--- src/hdl/unused_placeholder_none.sv ---
// Intentionally empty file slot avoided
`timescale 1ns/1ps
`default_nettype none
`default_nettype wire

--- src/hdl/lcd_timing_pkg.sv ---
// Constants for the LCD timing register set
package lcd_timing_pkg;
    // Parameter register indices
    localparam logic [4:0] IDX_HTOTAL   = 5'h00;
    localparam logic [4:0] IDX_HDISP    = 5'h01;
    localparam logic [4:0] IDX_MAXRAS   = 5'h09;
    localparam logic [4:0] IDX_CSTART   = 5'h0A;
    localparam logic [4:0] IDX_CEND     = 5'h0B;
    localparam logic [4:0] IDX_SA_HIGH  = 5'h0C;
    localparam logic [4:0] IDX_SA_LOW   = 5'h0D;
    localparam logic [4:0] IDX_CA_HIGH  = 5'h0E;
    localparam logic [4:0] IDX_CA_LOW   = 5'h0F;
    localparam logic [4:0] IDX_VWIDTH   = 5'h12;
    localparam logic [4:0] IDX_DUTY_HI  = 5'h13;
    localparam logic [4:0] IDX_DUTY_LO  = 5'h14;
    localparam logic [4:0] IDX_FRASTER  = 5'h15;
    localparam logic [4:0] IDX_MODE     = 5'h16;
    // Field layout
    localparam int RASTER_W      = 5;
    localparam int ADDR_W        = 16;
    localparam int DUTY_W        = 9;
    localparam int REFRESH_W     = 8;
    localparam int FRAME_W       = 6;
    localparam int BLINK_LSB     = 5;
    localparam int MODE_ON       = 4;
    localparam int MODE_GRAPHIC  = 3;
    localparam int MODE_WIDE     = 2;
    localparam int MODE_BLINK    = 1;
    localparam int MODE_ATTR     = 0;
    // Cursor blink modes
    localparam logic [1:0] BLINK_STEADY = 2'h0;
    localparam logic [1:0] BLINK_OFF    = 2'h1;
    localparam logic [1:0] BLINK_32     = 2'h2;
    localparam logic [1:0] BLINK_64     = 2'h3;
    // Frame counter bits that toggle every 16 and 32 frames
    localparam int BLINK32_BIT   = 4;
    localparam int BLINK64_BIT   = 5;
    // Clocking: memory cycle is the dot clock divided by four
    localparam int          CLK_HZ    = 20000000;
    localparam int          MCLK_DIV  = 4;
    localparam logic [1:0]  DIV_LAST  = 2'(MCLK_DIV - 1);
    localparam logic [1:0]  DIV_HALF  = 2'(MCLK_DIV / 2);
    // Register reset values
    localparam logic [7:0]  REG8_RST  = 8'h00;
endpackage : lcd_timing_pkg

--- src/hdl/lcd_timing_ctrl.sv ---
// LCD timing controller: parameter registers, raster timing and memory addressing
`timescale 1ns/1ps
`default_nettype none
module lcd_timing_ctrl
(
    // Clock and resets
    input  wire logic                                   clk,
    input  wire logic                                   rst,
    input  wire logic                                   reset_n_pin,
    // Host register bus
    input  wire logic                                   cs_n,
    input  wire logic                                   reg_select_pin,
    input  wire logic                                   wr_n,
    input  wire logic                                   rd_n,
    input  wire logic [7:0]                             db_in,
    output var  logic [7:0]                             db_out,
    output logic                                        db_oe,
    // Mode pins
    input  wire logic                                   on_off_pin,
    input  wire logic                                   graphic_pin,
    input  wire logic                                   wide_pin,
    input  wire logic                                   blink_allow,
    input  wire logic                                   attr_enable,
    output var  logic [4:0]                             eff_mode,
    // Memory and LCD timing
    output var  logic [lcd_timing_pkg::ADDR_W-1:0]      mem_addr,
    output var  logic [lcd_timing_pkg::RASTER_W-1:0]    raster_addr,
    output var  logic                                   mem_clk,
    output var  logic                                   line_latch_clk,
    output var  logic                                   shift_clk,
    output var  logic                                   disp_timing,
    output var  logic                                   cursor_disp,
    output var  logic                                   frame_marker
);
    import lcd_timing_pkg::*;

    typedef struct packed {
        logic [4:0]             index_select;
        logic [7:0]             horizontal_total;
        logic [7:0]             horizontal_displayed;
        logic [4:0]             max_raster;
        logic [6:0]             cursor_start_blink;
        logic [4:0]             cursor_end;
        logic [7:0]             start_addr_high;
        logic [7:0]             start_addr_low;
        logic [7:0]             cursor_addr_high;
        logic [7:0]             cursor_addr_low;
        logic [7:0]             virtual_width;
        logic                   duty_high;
        logic [7:0]             duty_low;
        logic [4:0]             first_raster;
        logic [4:0]             display_mode;
        logic                   wr_low_prev;
        logic [1:0]             div;
        logic [7:0]             hcnt;
        logic [RASTER_W-1:0]    ras;
        logic [DUTY_W-1:0]      line;
        logic [ADDR_W-1:0]      row_addr;
        logic [REFRESH_W-1:0]   refresh;
        logic [FRAME_W-1:0]     frame;
        logic [7:0]             db_out;
        logic [ADDR_W-1:0]      mem_addr;
        logic [RASTER_W-1:0]    raster_addr;
        logic                   mem_clk;
        logic                   latch;
        logic                   shift;
        logic                   disp;
        logic                   cursor;
        logic                   flm;
    } state_t;

    state_t q;
    state_t next_q;

    // Indices that name a parameter register
    function automatic logic is_assigned(input logic [4:0] idx);
        unique case (idx)
            IDX_HTOTAL, IDX_HDISP, IDX_MAXRAS, IDX_CSTART, IDX_CEND,
            IDX_SA_HIGH, IDX_SA_LOW, IDX_CA_HIGH, IDX_CA_LOW, IDX_VWIDTH,
            IDX_DUTY_HI, IDX_DUTY_LO, IDX_FRASTER, IDX_MODE:
                is_assigned = 1'b1;
            default:
                is_assigned = 1'b0;
        endcase
    endfunction : is_assigned

    // Indices that read back
    function automatic logic is_readable(input logic [4:0] idx);
        is_readable = (idx == IDX_SA_HIGH) || (idx == IDX_SA_LOW) ||
                      (idx == IDX_CA_HIGH) || (idx == IDX_CA_LOW);
    endfunction : is_readable

    logic                   wr_strobe;
    logic                   rd_active;
    logic                   char_tick;
    logic                   line_end;
    logic [4:0]             mode_eff;
    logic [ADDR_W-1:0]      start_addr;
    logic [ADDR_W-1:0]      cursor_addr;
    logic [DUTY_W-1:0]      duty_count;
    logic [ADDR_W-1:0]      char_addr;
    logic                   in_display;
    logic                   latch_now;
    logic                   blink_on;
    logic                   raster_in_cursor;

    // bus only with chip select low
    assign wr_strobe = !cs_n && !wr_n && !q.wr_low_prev;
    assign rd_active = !cs_n && !rd_n && reg_select_pin;

    assign mode_eff = {on_off_pin, graphic_pin, wide_pin, blink_allow, attr_enable}
                      | q.display_mode;

    assign start_addr  = {q.start_addr_high, q.start_addr_low};
    assign cursor_addr = {q.cursor_addr_high, q.cursor_addr_low};
    // 9-bit rasters per screen, minus one
    assign duty_count  = {q.duty_high, q.duty_low};

    // one character per memory cycle of four dots
    assign char_tick = (q.div == DIV_LAST);
    // line period set by horizontal total
    assign line_end  = (q.hcnt >= q.horizontal_total);
    assign char_addr = ADDR_W'(q.row_addr + ADDR_W'(q.hcnt));
    assign in_display = (q.hcnt <= q.horizontal_displayed);
    // latch window at retrace, at least the last character of each line
    assign latch_now = !in_display || line_end;

    always_comb
    begin
        unique case (q.cursor_start_blink[BLINK_LSB+1:BLINK_LSB])
            BLINK_STEADY: blink_on = 1'b1;
            BLINK_OFF:    blink_on = 1'b0;
            BLINK_32:     blink_on = q.frame[BLINK32_BIT];
            BLINK_64:     blink_on = q.frame[BLINK64_BIT];
        endcase
    end

    assign raster_in_cursor = (q.ras >= q.cursor_start_blink[RASTER_W-1:0]) &&
                              (q.ras <= q.cursor_end);

    always_comb
    begin
        next_q = q;
        next_q.wr_low_prev = !wr_n;
        next_q.div     = 2'(q.div + 2'h1);
        next_q.mem_clk = (next_q.div >= DIV_HALF);

        // index write with register select low
        if (wr_strobe && !reg_select_pin)
        begin
            next_q.index_select = db_in[4:0];
        end
        // unassigned indices fall through without effect
        // indices 23 to 31 also ignored
        if (wr_strobe && reg_select_pin && is_assigned(q.index_select))
        begin
            unique case (q.index_select)
                IDX_HTOTAL:  next_q.horizontal_total     = db_in;
                IDX_HDISP:   next_q.horizontal_displayed = db_in;
                IDX_MAXRAS:  next_q.max_raster           = db_in[4:0];
                IDX_CSTART:  next_q.cursor_start_blink   = db_in[6:0];
                IDX_CEND:    next_q.cursor_end           = db_in[4:0];
                IDX_SA_HIGH: next_q.start_addr_high      = db_in;
                IDX_SA_LOW:  next_q.start_addr_low       = db_in;
                IDX_CA_HIGH: next_q.cursor_addr_high     = db_in;
                IDX_CA_LOW:  next_q.cursor_addr_low      = db_in;
                IDX_VWIDTH:  next_q.virtual_width        = db_in;
                IDX_DUTY_HI: next_q.duty_high            = db_in[0];
                IDX_DUTY_LO: next_q.duty_low             = db_in;
                IDX_FRASTER: next_q.first_raster         = db_in[4:0];
                IDX_MODE:    next_q.display_mode         = db_in[4:0];
                default:     next_q.index_select         = q.index_select;
            endcase
        end

        // read mux for address pairs only
        unique case (q.index_select)
            IDX_SA_HIGH: next_q.db_out = q.start_addr_high;
            IDX_SA_LOW:  next_q.db_out = q.start_addr_low;
            IDX_CA_HIGH: next_q.db_out = q.cursor_addr_high;
            IDX_CA_LOW:  next_q.db_out = q.cursor_addr_low;
            default:     next_q.db_out = REG8_RST;
        endcase

        if (char_tick)
        begin
            if (line_end)
            begin
                next_q.hcnt    = 8'h00;
                next_q.refresh = '0;
                // static duty when count is zero, up to 512 rasters
                if (q.line >= duty_count)
                begin
                    next_q.line     = '0;
                    // frame begins at the first raster
                    next_q.ras      = q.first_raster;
                    next_q.row_addr = start_addr;
                    next_q.frame    = FRAME_W'(q.frame + 1'b1);
                end
                else
                begin
                    next_q.line = DUTY_W'(q.line + 1'b1);
                    if (q.ras >= q.max_raster)
                    begin
                        next_q.ras      = '0;
                        // next row starts one memory row further on
                        next_q.row_addr = ADDR_W'(q.row_addr + ADDR_W'(q.virtual_width));
                    end
                    else
                    begin
                        next_q.ras = RASTER_W'(q.ras + 1'b1);
                    end
                end
            end
            else
            begin
                next_q.hcnt = 8'(q.hcnt + 8'h01);
            end
            next_q.latch = latch_now;
            // display transfer kept out of the latch high period
            next_q.disp  = in_display && !latch_now && mode_eff[MODE_ON];
            // refresh address while latch is high
            if (latch_now)
            begin
                next_q.mem_addr = ADDR_W'(q.refresh);
                next_q.refresh  = REFRESH_W'(q.refresh + 1'b1);
            end
            else
            begin
                next_q.mem_addr = char_addr;
            end
            next_q.raster_addr = q.ras;
            // cursor where the address matches, character mode only
            next_q.cursor = in_display && !latch_now && (char_addr == cursor_addr) &&
                            raster_in_cursor && blink_on && !mode_eff[MODE_GRAPHIC];
            next_q.flm    = (q.line == '0);
        end
        // shift clock idles outside display so memory can be rewritten
        next_q.shift = q.disp && q.div[0];

        if (!reset_n_pin)
        begin
            next_q.div      = '0;
            next_q.mem_clk  = 1'b0;
            next_q.hcnt     = '0;
            next_q.ras      = '0;
            next_q.raster_addr = '0;
            next_q.line     = '0;
            next_q.row_addr = '0;
            next_q.refresh  = '0;
            next_q.frame    = '0;
            next_q.latch    = 1'b0;
            next_q.disp     = 1'b0;
            next_q.shift    = 1'b0;
            next_q.cursor   = 1'b0;
        end
    end

    always_ff @(posedge clk or posedge rst)
    begin
        if (rst)
        begin
            q <= '0;
        end
        else
        begin
            q <= next_q;
        end
    end

    // write-only registers never drive the bus
    assign db_oe          = rd_active && is_readable(q.index_select);
    assign db_out         = q.db_out;
    assign eff_mode       = mode_eff;
    assign mem_addr       = q.mem_addr;
    assign raster_addr    = q.raster_addr;
    assign mem_clk        = q.mem_clk;
    assign line_latch_clk = q.latch;
    assign shift_clk      = q.shift;
    assign disp_timing    = q.disp;
    assign cursor_disp    = q.cursor;
    assign frame_marker   = q.flm;
endmodule : lcd_timing_ctrl
`default_nettype wire

--- config.mk ---
export PLATFORM = sky130hd
export DESIGN_NAME = lcd_timing_ctrl
export DESIGN_NICKNAME = d
export VERILOG_FILES = /design/src/hdl/unused_placeholder_none.sv /design/src/hdl/lcd_timing_pkg.sv /design/src/hdl/lcd_timing_ctrl.sv
export SDC_FILE = /design/constraint.sdc
export NUM_CORES = 1
export LEC_CHECK = 0
export BUFFER_PORTS_ARGS = -buffer_cell sky130_fd_sc_hd__buf_4
export CAP_MARGIN = 0
export CORE_MARGIN = 2
export CORE_UTILIZATION = 61
export CTS_CLUSTER_DIAMETER = 100
export CTS_CLUSTER_SIZE = 14
export DETAILED_ROUTE_END_ITERATION = 8
export PLACE_DENSITY = 0.85
export SLEW_MARGIN = 20
export SYNTH_ARGS = -nofsm -noshare
export SYNTH_HDL_FRONTEND = slang
export SYNTH_SLANG_ARGS = --single-unit
--- constraint.sdc ---
create_clock -name clk -period 8.54 [get_ports clk]
set_clock_uncertainty 0.15 [all_clocks]
set_input_delay 1.708 -clock clk [delete_from_list [all_inputs] [get_ports clk]]
set_output_delay 1.708 -clock clk [all_outputs]
set_load 0.01 [all_outputs]
==> results.toml <==
[outcome]
outcome = "completed"

[yosys]
synth_nets = 1148
syn_area_per_cell_um2 = 10.0
syn_inst = 1063
synth_seq_area_share_pct = 43.7
synth_edf_count = 0
synthFlopType = "dfrtp_1"
async_reset_ff_share_pct = 100
synth.distinct_cells = 75
yosysWarnings = 0
synth_area_mm2 = 0.0107
synth-seq-cells = 186

[timing]
setup_violations = 0
period_needed_ps = 4180
max_freq_ghz = 0.239
finalHoldViolations = 0
setup_slack_ps = 4360
slew-limit-headroom_pct = 38.9
rsz0062_at_grt = "no"
final.period_utilization_pct = 49.0
maxSlewViolCount = 0
fin_setup_tns_ps = 0
worst_slew_pin_slew_ps = 914
hold_ws_ps = 304

[route]
wire_per_inst_um = 20.4
viasPerCell = 6.37
drt-initial-drc-count = 1207
ant_nets = 0
drc = 0
routed_wl_mm = 26.7
via_count = 8334
drtPass1Iterations = 6

[floorplan]
num_rows = 48
core_mm2 = 0.0172
start_util_pct = 62.1
die_h_um = 136
die-area_mm2 = 0.0185
num_io_pins = 61
die_w_um = 136

[cts]
cts_tree = "built"
cts_sinks = 186
clkSlewWorstSetupHoldPaths_ps = 70
insertion_delay_ps = 450
htreeDepth = 4
holdBufCountCts = 0
cts_resized = 0
root_buffer = "clkbuf_16"
cts_setup_buffers = 0
clock_path_buffers = 2
numCtsBuffers = 17

[place]
gp_routability_congestion = 0.925
place_hpwl_mm = 18.4
pre_cts_ws_ps = 4350
place.detailed.instances = 1276
portBuffers = 60

[pwr]
p_leak_nw = 5.46
total_power_mw = 2.17
power.density_mw_per_mm2 = 187
vdd.ir_drop.worst_mv = 0.131

[layout]
fin_cells = 1308
multiInputGateArea_mm2 = 0.00533
nets = 1155
num_antenna_cells = 0
drive_above_1_share_pct = 19.2
regArea_mm2 = 0.00465
n_fill_cell = 1290
area_growth_pct = 8.80

[grt]
grt_max_degree = 121
overflow = 0
grt_usage_pct = 30.1
antenna_found_initial = 0
grt_pass1_vias = 8030
grt_pass1_wl_mm = 42.8

[critical_path]
crit_path_end_kind = "primary output"
worst-path-max-fanout = 2
crit_required_ps = 6680
crit_type = "input pin to primary output"
cp-start-kind = "input pin"
critPathArrivalTime_ps = 2320

[min_path]
hold_path_class = "flop to flop"

[job]
cap_viol_max_count = 0
==> stage by stage <==
step | instance area (um^2) | utilization [%]
after floorplan | 10700 | -
after detailed placement | 11000 | 64.1
after global placement | 11000 | 64.1
after CTS | 11600 | 67.5
after global routing | 11600 | 67.5
final | 11600 | 67.5
==> final cells by class <==
| cell class | instances | area share (%) |
|---|---|---|
| clock buffers | 17 | 3.67 |
| clock inverters | 15 | 1.41 |
| inverters | 66 | 2.20 |
| multi-input cells | 734 | 46.0 |
| flip-flops and latches | 186 | 40.1 |
| well taps | 225 | 2.43 |
| repair buffers | 65 | 4.21 |
==> worst paths after layout <==
| kind | from | cells past startpoint | slack, ps | to |
|---|---|---|---|---|
| setup / recovery | cs_n | 4 | 4360 | db_oe |
| hold / removal | q[87]$_DFF_PP0_ | 1 | 300 | q[87]$_DFF_PP0_ |
| setup reg to reg | q[49]$_DFFE_PP0P_ | 10 | 5080 | cursor_disp$_DFFE_PP0P_ |
| hold reg to reg | q[87]$_DFF_PP0_ | 1 | 300 | q[87]$_DFF_PP0_ |
| max in group asynchronous | rst | 3 | 5570 | q[51]$_DFFE_PP0P_ |
| min in group asynchronous | rst | 2 | 1280 | raster_addr[1]$_DFFE_PP0P_ |
==> cell usage in the layout, fill, tap and decap left out, types with 12 or more instances in the layout <==
| master | Yosys | routed |
|---|---|---|
| clkbuf_16 | 0 | 17 |
| and3_1 | 12 | 12 |
| ha_1 | 63 | 63 |
| nand2_1 | 89 | 89 |
| xnor2_1 | 22 | 22 |
| buf_4 | 31 | 65 |
| mux2i_1 | 16 | 16 |
| nor2b_1 | 16 | 16 |
| mux2_2 | 77 | 77 |
| o21ai_0 | 69 | 69 |
| nor3_1 | 20 | 20 |
| dfrtp_1 | 186 | 186 |
| inv_1 | 66 | 65 |
| nand3_1 | 29 | 29 |
| xor2_1 | 22 | 22 |
| nor2_1 | 68 | 68 |
| a21oi_1 | 66 | 66 |
==> kinds of logic (layout without fill, tap and decap cells) <==
kind of cell / Yosys count / count (layout) / synth area share (%)
simple gates: 301 / 301 / 14.0
mux: 101 / 101 / 11.3
buf+inv: 143 / 163 / 6.49
xor+xnor: 45 / 45 / 3.83
flops: 186 / 186 / 43.7
compound gates: 222 / 222 / 12.9
fa+ha+maj: 65 / 65 / 7.77
==> state kept, by name, summed over array words and instances (netlist names) <==
register and cells:
duty_count 9, line_latch_clk 1, db_out 8, raster_addr 5, cursor_disp 1, cursor_addr 16, mem_addr 16, q 127
shift_clk 1, disp_timing 1, frame_marker 1
==> power by group <==
part / switching (mW) / leakage [nW] / internal (mW)
combinational: 0.199 / 2.69 / 0.146
sequential: 0.0628 / 2.48 / 0.962
clock: 0.365 / 0.285 / 0.437
total: 0.627 / 5.46 / 1.54
==> cells in the mapped netlist (all sizes together), types with 9 or more instances <==
| cell | number | area, um^2 |
|---|---|---|
| inv | 66 | 248 |
| clkbuf | 33 | 126 |
| mux2i | 16 | 160 |
| nor2b | 16 | 100 |
| dfrtp | 186 | 4650 |
| nor2 | 68 | 255 |
| o21ai | 72 | 364 |
| a21o | 9 | 67.6 |
| o21a | 9 | 67.6 |
| or2 | 10 | 62.6 |
| nor3 | 22 | 120 |
| nand3 | 29 | 145 |
| a21oi | 67 | 347 |
| nand2b | 9 | 56.3 |
| and3 | 12 | 75.1 |
| nand2 | 89 | 334 |
| mux2 | 77 | 867 |
| ha | 63 | 788 |
| xor2 | 22 | 193 |
| nand4 | 11 | 68.8 |
| xnor2 | 22 | 193 |
| nor4 | 9 | 71.3 |
| buf | 43 | 307 |
==> critical path, cell delays in order <==
cell and delay [ps]:
buf_4 120, nand2b_1 140, nor3_1 180, buf_4 170
==> routing by layer <==
metal  vias to the layer above  track usage [%]  share of wire (%)  wire length (um)
met2                       403             48.0                 47             12500
li1                       3731                -                  -                 -
met3                        81             6.15                7.8              2080
met5                         -                0                  0                 0
met4                         0             11.8                3.5               946
met1                      4119             40.5                 42             11200
No activity file was read; power rests on OpenSTA's default activity.
